--- src/sbl_pkg.sv ---
// constants, enumerations and carrier types for the serial boot loader link
// assumes a single 100 MHz core clock and host pins already synchronous to it
package sbl_pkg;

	// ==========================================================
	// protocol bytes
	localparam logic [7:0] ACK_BYTE = 8'hcc;
	localparam logic [7:0] NAK_BYTE = 8'h33;
	localparam logic [7:0] PAD_BYTE = 8'h00;
	localparam logic [7:0] CMD_PING = 8'h20;
	localparam logic [7:0] CMD_DOWNLOAD = 8'h21;
	localparam logic [7:0] CMD_RUN = 8'h22;
	localparam logic [7:0] CMD_STATUS = 8'h23;
	localparam logic [7:0] CMD_SEND_DATA = 8'h24;
	localparam logic [7:0] CMD_RESET = 8'h25;
	localparam logic [7:0] HDR_LEN = 8'h02;
	localparam logic [7:0] MIN_PKT_LEN = 8'h03;
	localparam logic [7:0] DL_PKT_LEN = 8'h0b;
	localparam logic [7:0] STATUS_PKT_LEN = 8'h03;

	// status codes (plain defaults)
	localparam logic [7:0] STAT_SUCCESS = 8'h01;
	localparam logic [7:0] STAT_UNKNOWN = 8'h02;
	localparam logic [7:0] STAT_BAD_LEN = 8'h03;

	// ==========================================================
	// rate detection, character timing and fifo shape
	localparam logic [3:0] AB_MEAS_EDGES = 4'h5;
	localparam logic [3:0] AB_ALL_EDGES = 4'ha;
	localparam int AB_MEAS_SHIFT = 3;
	localparam logic [3:0] UART_STOP_BIT = 4'h9;
	localparam logic [2:0] SSI_FIRST_BIT = 3'h0;
	localparam logic [2:0] SSI_LAST_BIT = 3'h7;
	localparam int FIFO_WIDTH = 8;
	localparam int FIFO_DEPTH = 8;

	// ==========================================================
	// types
	typedef enum logic [1:0] {
		LK_NONE = 2'b00,
		LK_UART = 2'b01,
		LK_SSI = 2'b10
	} sbl_lock_t;

	typedef enum logic [2:0] {
		E_SIZE = 3'b000,
		E_SUM = 3'b001,
		E_DATA = 3'b010,
		E_REPLY = 3'b011,
		E_TSIZE = 3'b100,
		E_TSUM = 3'b101,
		E_TDATA = 3'b110,
		E_WACK = 3'b111
	} sbl_eng_t;

	typedef struct packed {
		logic [7:0] code;
		logic [31:0] param;
	} sbl_cmd_t;

endpackage

--- src/sbl_link.sv ---
// serial boot loader packet link: byte fifo and the link top
// assumes host pins are synchronous to i_core_clk, sync clock <= clk/12
`timescale 1ns/1ns
`default_nettype none

// ==========================================================
// byte fifo; depth must be a power of two
module sbl_byte_fifo #(
	parameter int W = 8,
	parameter int D = 8
) (
	input wire logic i_core_clk,
	input wire logic i_nrst,
	input wire logic i_in_valid,
	output logic o_in_ready,
	input wire logic [W-1:0] i_in_data,
	output logic o_out_valid,
	input wire logic i_out_ready,
	output logic [W-1:0] o_out_data
);
	localparam int AW = $clog2(D);
	typedef struct packed {
		logic [D-1:0][W-1:0] mem;
		logic [AW:0] wp;
		logic [AW:0] rp;
	} sbl_fst_t;
	sbl_fst_t st;
	sbl_fst_t next_st;

	assign o_in_ready = !((st.wp[AW] != st.rp[AW]) && (st.wp[AW-1:0] == st.rp[AW-1:0]));
	assign o_out_valid = (st.wp != st.rp);
	assign o_out_data = st.mem[st.rp[AW-1:0]];

	always_comb begin
		next_st = st;
		if (i_in_valid && o_in_ready) begin
			next_st.mem[st.wp[AW-1:0]] = i_in_data;
			next_st.wp = st.wp + 1'b1;
		end
		if (o_out_valid && i_out_ready) begin
			next_st.rp = st.rp + 1'b1;
		end
	end

	always_ff @(posedge i_core_clk or negedge i_nrst) begin
		if (!i_nrst) begin
			st <= '0;
		end else begin
			st <= next_st;
		end
	end
endmodule

// ==========================================================
// link top
module sbl_link (
	input wire logic i_core_clk,
	input wire logic i_nrst,
	input wire logic i_uart_rx,
	output logic o_uart_tx,
	input wire logic i_ssi_clk,
	input wire logic i_ssi_fss_n,
	input wire logic i_ssi_mosi,
	output logic o_ssi_miso,
	output logic o_ssi_miso_oe_n,
	output logic o_cmd_strobe,
	output var sbl_pkg::sbl_cmd_t o_cmd,
	output logic o_prog_load,
	output logic [31:0] o_prog_addr,
	output logic [31:0] o_prog_len,
	output logic [7:0] o_last_status,
	output var sbl_pkg::sbl_lock_t o_link_lock
);
	typedef struct packed {
		sbl_pkg::sbl_lock_t lock;
		logic [3:0] ab_edges;
		logic [18:0] ab_cnt;
		logic [15:0] baud_div;
		logic rx_prev;
		logic urx_busy;
		logic [15:0] urx_cnt;
		logic [3:0] urx_bit;
		logic [7:0] urx_sh;
		logic utx_busy;
		logic [15:0] utx_cnt;
		logic [3:0] utx_bit;
		logic [9:0] utx_sh;
		logic uart_tx;
		logic ssi_prev_clk;
		logic [2:0] ssi_bit;
		logic [7:0] ssi_rsh;
		logic [7:0] ssi_tsh;
		logic miso;
		logic miso_oe_n;
		sbl_pkg::sbl_eng_t pk;
		logic [7:0] pk_len;
		logic [7:0] pk_csum;
		logic [7:0] pk_rsum;
		logic [7:0] pk_left;
		logic [7:0] pk_cmd;
		logic pk_bad;
		logic [63:0] pk_par;
		logic [7:0] status;
		logic cmd_strobe;
		logic prog_load;
		logic [31:0] prog_addr;
		logic [31:0] prog_len;
	} sbl_st_t;

	// edge detectors start at the idle pin levels, so no false edge follows reset
	localparam sbl_st_t ST_RST = '{uart_tx: 1'b1, miso: 1'b1, miso_oe_n: 1'b1, rx_prev: 1'b1,
		ssi_prev_clk: 1'b1, lock: sbl_pkg::LK_NONE, pk: sbl_pkg::E_SIZE, default: '0};

	sbl_st_t st;
	sbl_st_t next_st;
	logic ssi_on, ssi_rise, ssi_fall, rx_fall;
	logic eng_valid, eng_take, eng_rx, uart_rdy, ssi_rdy;
	logic [7:0] eng_data;
	logic [7:0] ssi_byte;
	logic [7:0] ssi_out;
	logic [7:0] rx_byte;
	logic rx_push;
	logic f_in_ready, f_out_valid, f_take;
	logic [7:0] f_out_data;

	// ==========================================================
	// rx byte buffer; engine stalls it while it answers
	sbl_byte_fifo #(.W(sbl_pkg::FIFO_WIDTH), .D(sbl_pkg::FIFO_DEPTH)) u_fifo (
		.i_core_clk(i_core_clk),
		.i_nrst(i_nrst),
		.i_in_valid(rx_push),
		.o_in_ready(f_in_ready),
		.i_in_data(rx_byte),
		.o_out_valid(f_out_valid),
		.i_out_ready(eng_rx),
		.o_out_data(f_out_data)
	);

	// ==========================================================
	// edges and handshakes
	assign ssi_on = !i_ssi_fss_n && (st.lock != sbl_pkg::LK_UART);
	assign ssi_rise = ssi_on && !st.ssi_prev_clk && i_ssi_clk;
	assign ssi_fall = ssi_on && st.ssi_prev_clk && !i_ssi_clk;
	assign rx_fall = st.rx_prev && !i_uart_rx;
	assign ssi_byte = {st.ssi_rsh[6:0], i_ssi_mosi};
	assign eng_valid = st.pk inside {sbl_pkg::E_REPLY, sbl_pkg::E_TSIZE, sbl_pkg::E_TSUM,
		sbl_pkg::E_TDATA};
	assign eng_data = (st.pk == sbl_pkg::E_REPLY) ?
		(st.pk_bad ? sbl_pkg::NAK_BYTE : sbl_pkg::ACK_BYTE) :
		(st.pk == sbl_pkg::E_TSIZE) ? sbl_pkg::STATUS_PKT_LEN : st.status;
	assign uart_rdy = (st.lock == sbl_pkg::LK_UART) && !st.utx_busy;
	assign ssi_rdy = ssi_fall && (st.ssi_bit == sbl_pkg::SSI_FIRST_BIT) &&
		(st.lock == sbl_pkg::LK_SSI);
	assign eng_take = eng_valid && (uart_rdy || ssi_rdy);
	// idle slave shifts zero padding
	assign ssi_out = (eng_valid && ssi_rdy) ? eng_data : sbl_pkg::PAD_BYTE;
	assign eng_rx = st.pk inside {sbl_pkg::E_SIZE, sbl_pkg::E_SUM, sbl_pkg::E_DATA,
		sbl_pkg::E_WACK};
	assign f_take = f_out_valid && eng_rx;

	always_comb begin
		next_st = st;
		rx_push = 1'b0;
		rx_byte = sbl_pkg::PAD_BYTE;
		next_st.cmd_strobe = 1'b0;
		next_st.prog_load = 1'b0;
		next_st.rx_prev = i_uart_rx;
		next_st.ssi_prev_clk = i_ssi_clk;
		next_st.miso_oe_n = !ssi_on;

		// ======================================================
		// sync slave, mode 3: shift out on fall, sample on rise
		if (i_ssi_fss_n) begin
			next_st.ssi_bit = sbl_pkg::SSI_FIRST_BIT;
		end
		if (ssi_fall) begin
			if (st.ssi_bit == sbl_pkg::SSI_FIRST_BIT) begin
				next_st.miso = ssi_out[7];
				next_st.ssi_tsh = {ssi_out[6:0], 1'b0};
			end else begin
				next_st.miso = st.ssi_tsh[7];
				next_st.ssi_tsh = {st.ssi_tsh[6:0], 1'b0};
			end
		end
		if (ssi_rise) begin
			next_st.ssi_rsh = ssi_byte;
			next_st.ssi_bit = st.ssi_bit + 3'h1;
			if (st.ssi_bit == sbl_pkg::SSI_LAST_BIT) begin
				if (st.lock == sbl_pkg::LK_SSI) begin
					rx_push = 1'b1;
					rx_byte = ssi_byte;
				end else if (ssi_byte != sbl_pkg::PAD_BYTE) begin
					next_st.lock = sbl_pkg::LK_SSI;
					rx_push = 1'b1;
					rx_byte = ssi_byte;
				end
			end
		end

		// ======================================================
		// rate detection: 1st to 5th falling edge spans 8 bits
		if (st.lock == sbl_pkg::LK_NONE) begin
			if (st.ab_edges != 4'h0) begin
				next_st.ab_cnt = st.ab_cnt + 19'h1;
			end
			if (&st.ab_cnt) begin
				// stray pulse; start over
				next_st.ab_edges = 4'h0;
			end else if (rx_fall && st.ab_edges != sbl_pkg::AB_ALL_EDGES) begin
				next_st.ab_edges = st.ab_edges + 4'h1;
				if (st.ab_edges == 4'h0 || st.ab_edges == sbl_pkg::AB_ALL_EDGES - 4'h1) begin
					next_st.ab_cnt = '0;
				end
				if (st.ab_edges == sbl_pkg::AB_MEAS_EDGES - 4'h1) begin
					next_st.baud_div = 16'((st.ab_cnt + 19'h1) >> sbl_pkg::AB_MEAS_SHIFT);
				end
			end else if (st.ab_edges == sbl_pkg::AB_ALL_EDGES &&
				st.ab_cnt == 19'({st.baud_div, 1'b0})) begin
				// let the last stop bit pass, then confirm
				next_st.lock = sbl_pkg::LK_UART;
				next_st.utx_busy = 1'b1;
				next_st.utx_sh = {1'b1, sbl_pkg::ACK_BYTE, 1'b0};
				next_st.uart_tx = 1'b0;
				next_st.utx_bit = 4'h0;
				next_st.utx_cnt = 16'(st.baud_div - 16'h1);
			end
		end

		// ======================================================
		// async receiver, mid-bit sampling
		if (st.lock == sbl_pkg::LK_UART) begin
			if (!st.urx_busy) begin
				if (rx_fall) begin
					next_st.urx_busy = 1'b1;
					next_st.urx_cnt = st.baud_div >> 1;
					next_st.urx_bit = 4'h0;
				end
			end else if (st.urx_cnt != 16'h0) begin
				next_st.urx_cnt = st.urx_cnt - 16'h1;
			end else begin
				next_st.urx_cnt = 16'(st.baud_div - 16'h1);
				next_st.urx_bit = st.urx_bit + 4'h1;
				if (st.urx_bit == 4'h0) begin
					next_st.urx_busy = !i_uart_rx;
				end else if (st.urx_bit < sbl_pkg::UART_STOP_BIT) begin
					next_st.urx_sh = {i_uart_rx, st.urx_sh[7:1]};
				end else begin
					next_st.urx_busy = 1'b0;
					rx_push = i_uart_rx;
					rx_byte = st.urx_sh;
				end
			end
		end

		// ======================================================
		// async transmitter: start, 8 data lsb first, stop
		if (st.utx_busy) begin
			if (st.utx_cnt != 16'h0) begin
				next_st.utx_cnt = st.utx_cnt - 16'h1;
			end else begin
				next_st.utx_cnt = 16'(st.baud_div - 16'h1);
				if (st.utx_bit == sbl_pkg::UART_STOP_BIT) begin
					next_st.utx_busy = 1'b0;
				end else begin
					next_st.utx_bit = st.utx_bit + 4'h1;
					next_st.utx_sh = {1'b1, st.utx_sh[9:1]};
					next_st.uart_tx = st.utx_sh[1];
				end
			end
		end else if (eng_take && uart_rdy) begin
			next_st.utx_busy = 1'b1;
			next_st.utx_sh = {1'b1, eng_data, 1'b0};
			next_st.uart_tx = 1'b0;
			next_st.utx_bit = 4'h0;
			next_st.utx_cnt = 16'(st.baud_div - 16'h1);
		end

		// ======================================================
		// packet engine; bytes may arrive at any pacing
		case (st.pk)
			sbl_pkg::E_SIZE: begin
				if (f_take && f_out_data != sbl_pkg::PAD_BYTE) begin
					next_st.pk_len = f_out_data;
					next_st.pk_rsum = '0;
					next_st.pk_bad = 1'b0;
					next_st.pk = sbl_pkg::E_SUM;
				end
			end
			sbl_pkg::E_SUM: begin
				if (f_take) begin
					next_st.pk_csum = f_out_data;
					next_st.pk_left = 8'(st.pk_len - sbl_pkg::HDR_LEN);
					if (st.pk_len < sbl_pkg::MIN_PKT_LEN) begin
						next_st.pk_bad = 1'b1;
						next_st.pk = sbl_pkg::E_REPLY;
					end else begin
						next_st.pk = sbl_pkg::E_DATA;
					end
				end
			end
			sbl_pkg::E_DATA: begin
				if (f_take) begin
					next_st.pk_rsum = 8'(st.pk_rsum + f_out_data);
					next_st.pk_left = st.pk_left - 8'h1;
					if (st.pk_left == 8'(st.pk_len - sbl_pkg::HDR_LEN)) begin
						next_st.pk_cmd = f_out_data;
					end else begin
						next_st.pk_par = {st.pk_par[55:0], f_out_data};
					end
					if (st.pk_left == 8'h1) begin
						next_st.pk = sbl_pkg::E_REPLY;
						if (8'(st.pk_rsum + f_out_data) != st.pk_csum) begin
							next_st.pk_bad = 1'b1;
						end
					end
				end
			end
			sbl_pkg::E_REPLY: begin
				if (eng_take) begin
					next_st.pk = sbl_pkg::E_SIZE;
					if (!st.pk_bad) begin
						if (st.pk_cmd == sbl_pkg::CMD_PING) begin
							next_st.status = sbl_pkg::STAT_SUCCESS;
						end else if (st.pk_cmd == sbl_pkg::CMD_STATUS) begin
							next_st.pk = sbl_pkg::E_TSIZE;
						end else if (st.pk_cmd == sbl_pkg::CMD_DOWNLOAD) begin
							if (st.pk_len == sbl_pkg::DL_PKT_LEN) begin
								next_st.prog_addr = st.pk_par[63:32];
								next_st.prog_len = st.pk_par[31:0];
								next_st.prog_load = 1'b1;
								next_st.status = sbl_pkg::STAT_SUCCESS;
							end else begin
								next_st.status = sbl_pkg::STAT_BAD_LEN;
							end
						end else if (st.pk_cmd inside {sbl_pkg::CMD_RUN, sbl_pkg::CMD_SEND_DATA,
							sbl_pkg::CMD_RESET}) begin
							// flash and run actions live outside this block
							next_st.cmd_strobe = 1'b1;
							next_st.status = sbl_pkg::STAT_SUCCESS;
						end else begin
							next_st.status = sbl_pkg::STAT_UNKNOWN;
						end
					end
				end
			end
			sbl_pkg::E_TSIZE: begin
				if (eng_take) begin
					next_st.pk = sbl_pkg::E_TSUM;
				end
			end
			sbl_pkg::E_TSUM: begin
				if (eng_take) begin
					next_st.pk = sbl_pkg::E_TDATA;
				end
			end
			sbl_pkg::E_TDATA: begin
				if (eng_take) begin
					next_st.pk = sbl_pkg::E_WACK;
				end
			end
			default: begin
				// host answer; a nak just means it will resend
				if (f_take && f_out_data != sbl_pkg::PAD_BYTE) begin
					next_st.pk = sbl_pkg::E_SIZE;
				end
			end
		endcase

		// lost byte spoils the packet; set wins over the clear above
		if (rx_push && !f_in_ready) begin
			next_st.pk_bad = 1'b1;
		end
	end

	always_ff @(posedge i_core_clk or negedge i_nrst) begin
		if (!i_nrst) begin
			st <= ST_RST;
		end else begin
			st <= next_st;
		end
	end

	assign o_uart_tx = st.uart_tx;
	assign o_ssi_miso = st.miso;
	assign o_ssi_miso_oe_n = st.miso_oe_n;
	assign o_cmd_strobe = st.cmd_strobe;
	assign o_cmd = '{code: st.pk_cmd, param: st.pk_par[31:0]};
	assign o_prog_load = st.prog_load;
	assign o_prog_addr = st.prog_addr;
	assign o_prog_len = st.prog_len;
	assign o_last_status = st.status;
	assign o_link_lock = st.lock;
endmodule

`default_nettype wire

--- config.mk ---
export PLATFORM = sky130hd
export DESIGN_NAME = sbl_link
export DESIGN_NICKNAME = d
export VERILOG_FILES = /design/src/sbl_pkg.sv /design/src/sbl_link.sv
export SDC_FILE = /design/constraint.sdc
export NUM_CORES = 1
export LEC_CHECK = 0
export BUFFER_PORTS_ARGS = -buffer_cell sky130_fd_sc_hd__buf_2
export CAP_MARGIN = 20
export CORE_MARGIN = 8
export CORE_UTILIZATION = 25
export DETAILED_ROUTE_END_ITERATION = 8
export GPL_TIMING_DRIVEN = 1
export PLACE_DENSITY = 0.43
export SLEW_MARGIN = 10
export SYNTH_ARGS = -nofsm -noshare
export SYNTH_HDL_FRONTEND = slang
export SYNTH_SLANG_ARGS = --single-unit
--- constraint.sdc ---
create_clock -name i_core_clk -period 3.3 [get_ports i_core_clk]
set_input_delay 0.825 -clock i_core_clk [delete_from_list [all_inputs] [get_ports i_core_clk]]
set_output_delay 0.825 -clock i_core_clk [all_outputs]
set_load 0.02 [all_outputs]
==> results.toml <==
[clock_network]
cts_buffer_depth = 3
cts_made_buffers = 45
clk_latency_ns = 0.58
ctsHtreeMaxLevel = 2
tritoncts = "yes"
cts-root-buf = "clkbuf_16"
clkSlewWorstSetupHoldPaths_ns = 0.06
clock_sinks = 370
holdBufCountCts = 0

[final_layout]
final_cell_mix = "363 x dfrtp_1, 319 x nand2_1, 178 x mux2_2"
area_growth_pct = 16.76
final_nets = 1960
finalInstanceArea_um2 = 22250
mostFrequentLayoutCell = "dfrtp_1"
drive_gt1_share_pct = 27.24
n_fill_cell = 7754

[global_routing]
antenna_found_initial = 2
grt_pass1_vias = 13680
grt_max_degree = 75
grt_pass1_wl_mm = 79.65
grt-ovfl-total = 0
track_usage_pct = 11.36

[placement]
io_buffers = 118
hpwlAfterDp_mm = 34.69
gp_congestion = 0.7895
post_dp_cell_area_um2 = 20640
post-place-ws_ns = -0.1285

[drt]
wire_per_inst_um = 16.75
postRouteAntennaNets = 0
drt-initial-drc-count = 775
drc = 0
drt-total-wl_mm = 49.18
drt_pass1_iterations = 5
routed-via-count = 13440
via_per_inst = 4.579

[setup_path]
critPathMaxFanout = 11
r2r-start = "u_fifo.st[1]$_DFFE_PN0P_"
crit_path_end_kind = "flop"
crit_type = "reg -> reg"
required_ns = 3.73
start_kind = "flop"
timing.rr.end = "st[159]$_DFFE_PN0P_"
critPathArrivalTime_ns = 3.62
ff2ff_setup_slack_ns = 0.11
reg2regPathDepth = 11

[yosys]
synth_edf_count = 0
synth_area_leaders = "dfrtp_1 48%, mux2_2 11%, nand2_1 6.3%, buf_4 4.7%, xnor2_1 2.7%"
yosysSeqAreaShare_pct = 48.63
synthArstFlopShare_pct = 100.0
yosysTopAreaCell = "dfrtp_1"
synthDistinctLibCells = 79
netlist_instances = 1856
synth-seq-cells = 370
syn_area_um2 = 19050
synth_top_area_share_pct = 47.94
avgSynthCellArea_um2 = 10.27
ys.flop_type = "dfrtp_1"
yosys_warnings = 0

[sta]
setup_violations = 0
rsz0062_at_grt = "yes"
fmaxAchievable_mhz = 313.8
finalCritPeriodShare_pct = 96.56
slew-limit-headroom_pct = 34.48
period_minus_slack_ns = 3.187
hold_viol = 0
skew_ns = 0.02631
slew_violations = 0
worst_pin_slew_ns = 0.9808
layout_setup_ws_ns = 0.1135

[power_and_ir_drop]
clockPowerShare_pct = 41.9
switchingPower_mw = 3.363
ir_drop_mv = 0.3092
p_seq_share_pct = 44.0
p_int_mw = 8.429
total_leakage_power_nw = 10.72
p_per_area_nw_per_um2 = 530.1
combPwrFrac_pct = 14.1
p_sw_share_pct = 28.52

[die]
die_x_um = 292.1
die_y_um = 292.1
num_io_pins = 125
die_area_um2 = 85300
initial_core_util_pct = 25.17
fp.coreArea_um2 = 75700
rows = 101

[flow_run]
max_cap_violations = 0

[worst_hold_path]
hp-class = "in -> async"

[outcome]
status = "finished clean"
==> power groups by stage <==
stage	clock network, mW	logic [mW]	registers [mW]
2_1_floorplan	0	1.19	5.13
3_3_place_gp	0	1.65	5.26
3_5_place_dp	0	1.67	5.27
4_1_cts	5.15	1.68	5.19
5_1_grt	5.32	1.87	5.25
6_report	4.94	1.66	5.19
==> layer usage <==
| layer | track usage [%] | vias up | share of wire (%) | wire length [um] |
|---|---|---|---|---|
| li1 | - | 6472 | - | - |
| met4 | 3.179 | 2 | 2.2 | 1089 |
| met3 | 2.476 | 71 | 5.3 | 2606 |
| met1 | 15.53 | 6667 | 47 | 23210 |
| met5 | 0 | - | 0.024 | 12 |
| met2 | 18.02 | 231 | 45 | 22260 |
==> Yosys cell counts, types with 27 or more instances <==
library cell,number
mux2_2,183
inv_1,36
xnor2_1,59
o21ai_0,96
nor3_1,31
clkbuf_1,70
nand2_1,319
nor2_1,107
dfrtp_1,365
buf_4,119
a21oi_1,52
xor2_1,47
ha_1,27
==> final cells by class <==
cell class | count | area, um^2 | share of cell area, %
repair buffers | 226 | 1610 | 7.238
multi-input cells | 1246 | 8541 | 38.39
well taps | 978 | 1224 | 5.501
clock buffers | 69 | 1336 | 6.007
clock inverters | 9 | 126.4 | 0.5681
diodes | 1 | 2.502 | 0.01125
inverters | 37 | 138.9 | 0.6243
flip-flops and latches | 370 | 9268 | 41.66
==> worst max path at each step <==
stage	start	depth (start not counted)	slack, ns	endpoint
2_1_floorplan	u_fifo.st[1]$_DFFE_PN0P_	14	0.02	st[138]$_DFFE_PN0P_
4_1_cts	u_fifo.st[1]$_DFFE_PN0P_	13	0.001	st[138]$_DFFE_PN0P_
3_3_place_gp	u_fifo.st[0]$_DFFE_PN0P_	11	-0.21	st[138]$_DFFE_PN0P_
3_5_place_dp	u_fifo.st[0]$_DFFE_PN0P_	11	-0.13	st[138]$_DFFE_PN0P_
6_report	u_fifo.st[1]$_DFFE_PN0P_	11	0.11	st[159]$_DFFE_PN0P_
5_1_grt	u_fifo.st[0]$_DFFE_PN0P_	11	-0.13	st[138]$_DFFE_PN0P_
==> kinds of logic (layout without fill, tap and decap cells) <==
family                     count (synthesis)  after routing  synth area share (%)
and+or+nand+nor                          625            625                 15.40
DFF                                      370            370                 48.63
muxes                                    197            197                 12.34
other                                      1              7               0.01968
buffers and inverters                    245            341                 7.289
adders and majority gates                 28             28                 1.878
AOI/OAI and AO/OA                        283            283                 9.456
xor gates and xnor gates                 107            107                 4.991
==> per-stage QoR <==
step | utilization (%) | hold slack (ns) | power, mW | TNS [ns] | instances
final | 29.39 | 0.1899 | 11.79 | 0 | 2936
after global routing | 29.39 | 0.1984 | 12.44 | -0.2011 | 2935
after CTS | 29.23 | 0.1671 | 12.02 | 0 | 2930
after detailed placement | 27.27 | 0.4502 | 6.938 | -1.435 | 2852
after global placement | 27.27 | 0.4448 | 6.903 | -1.072 | 2852
after floorplan | - | 0.4350 | 6.325 | 0 | 1861
==> state kept, by name, indices dropped and copies added, names as in the netlist, 2 cells and up <==
signal	flops
o_last_status	2
o_prog_len	32
o_cmd	40
o_prog_addr	32
ssi_byte	7
u_fifo.st	72
o_link_lock	2
st	178
==> worst max-delay path: stages, from the launching register on <==
cell and delay, ns:
dfrtp_2 0.44, buf_4 0.17, buf_4 0.16, mux2_2 0.24, o22ai_1 0.06, nor2_1 0.31, buf_4 0.23, or4_1 0.15
o21ai_1 0.08, nor2b_1 0.79, buf_4 0.30, o21ai_0 0.10
==> timing repair <==
action,CTS,global route
gates resized for setup,6,18
setup buffers,0,5
pin swaps,2,6
endpoints found under the setup margin,3,49
Power figures use the tool's default switching activity.
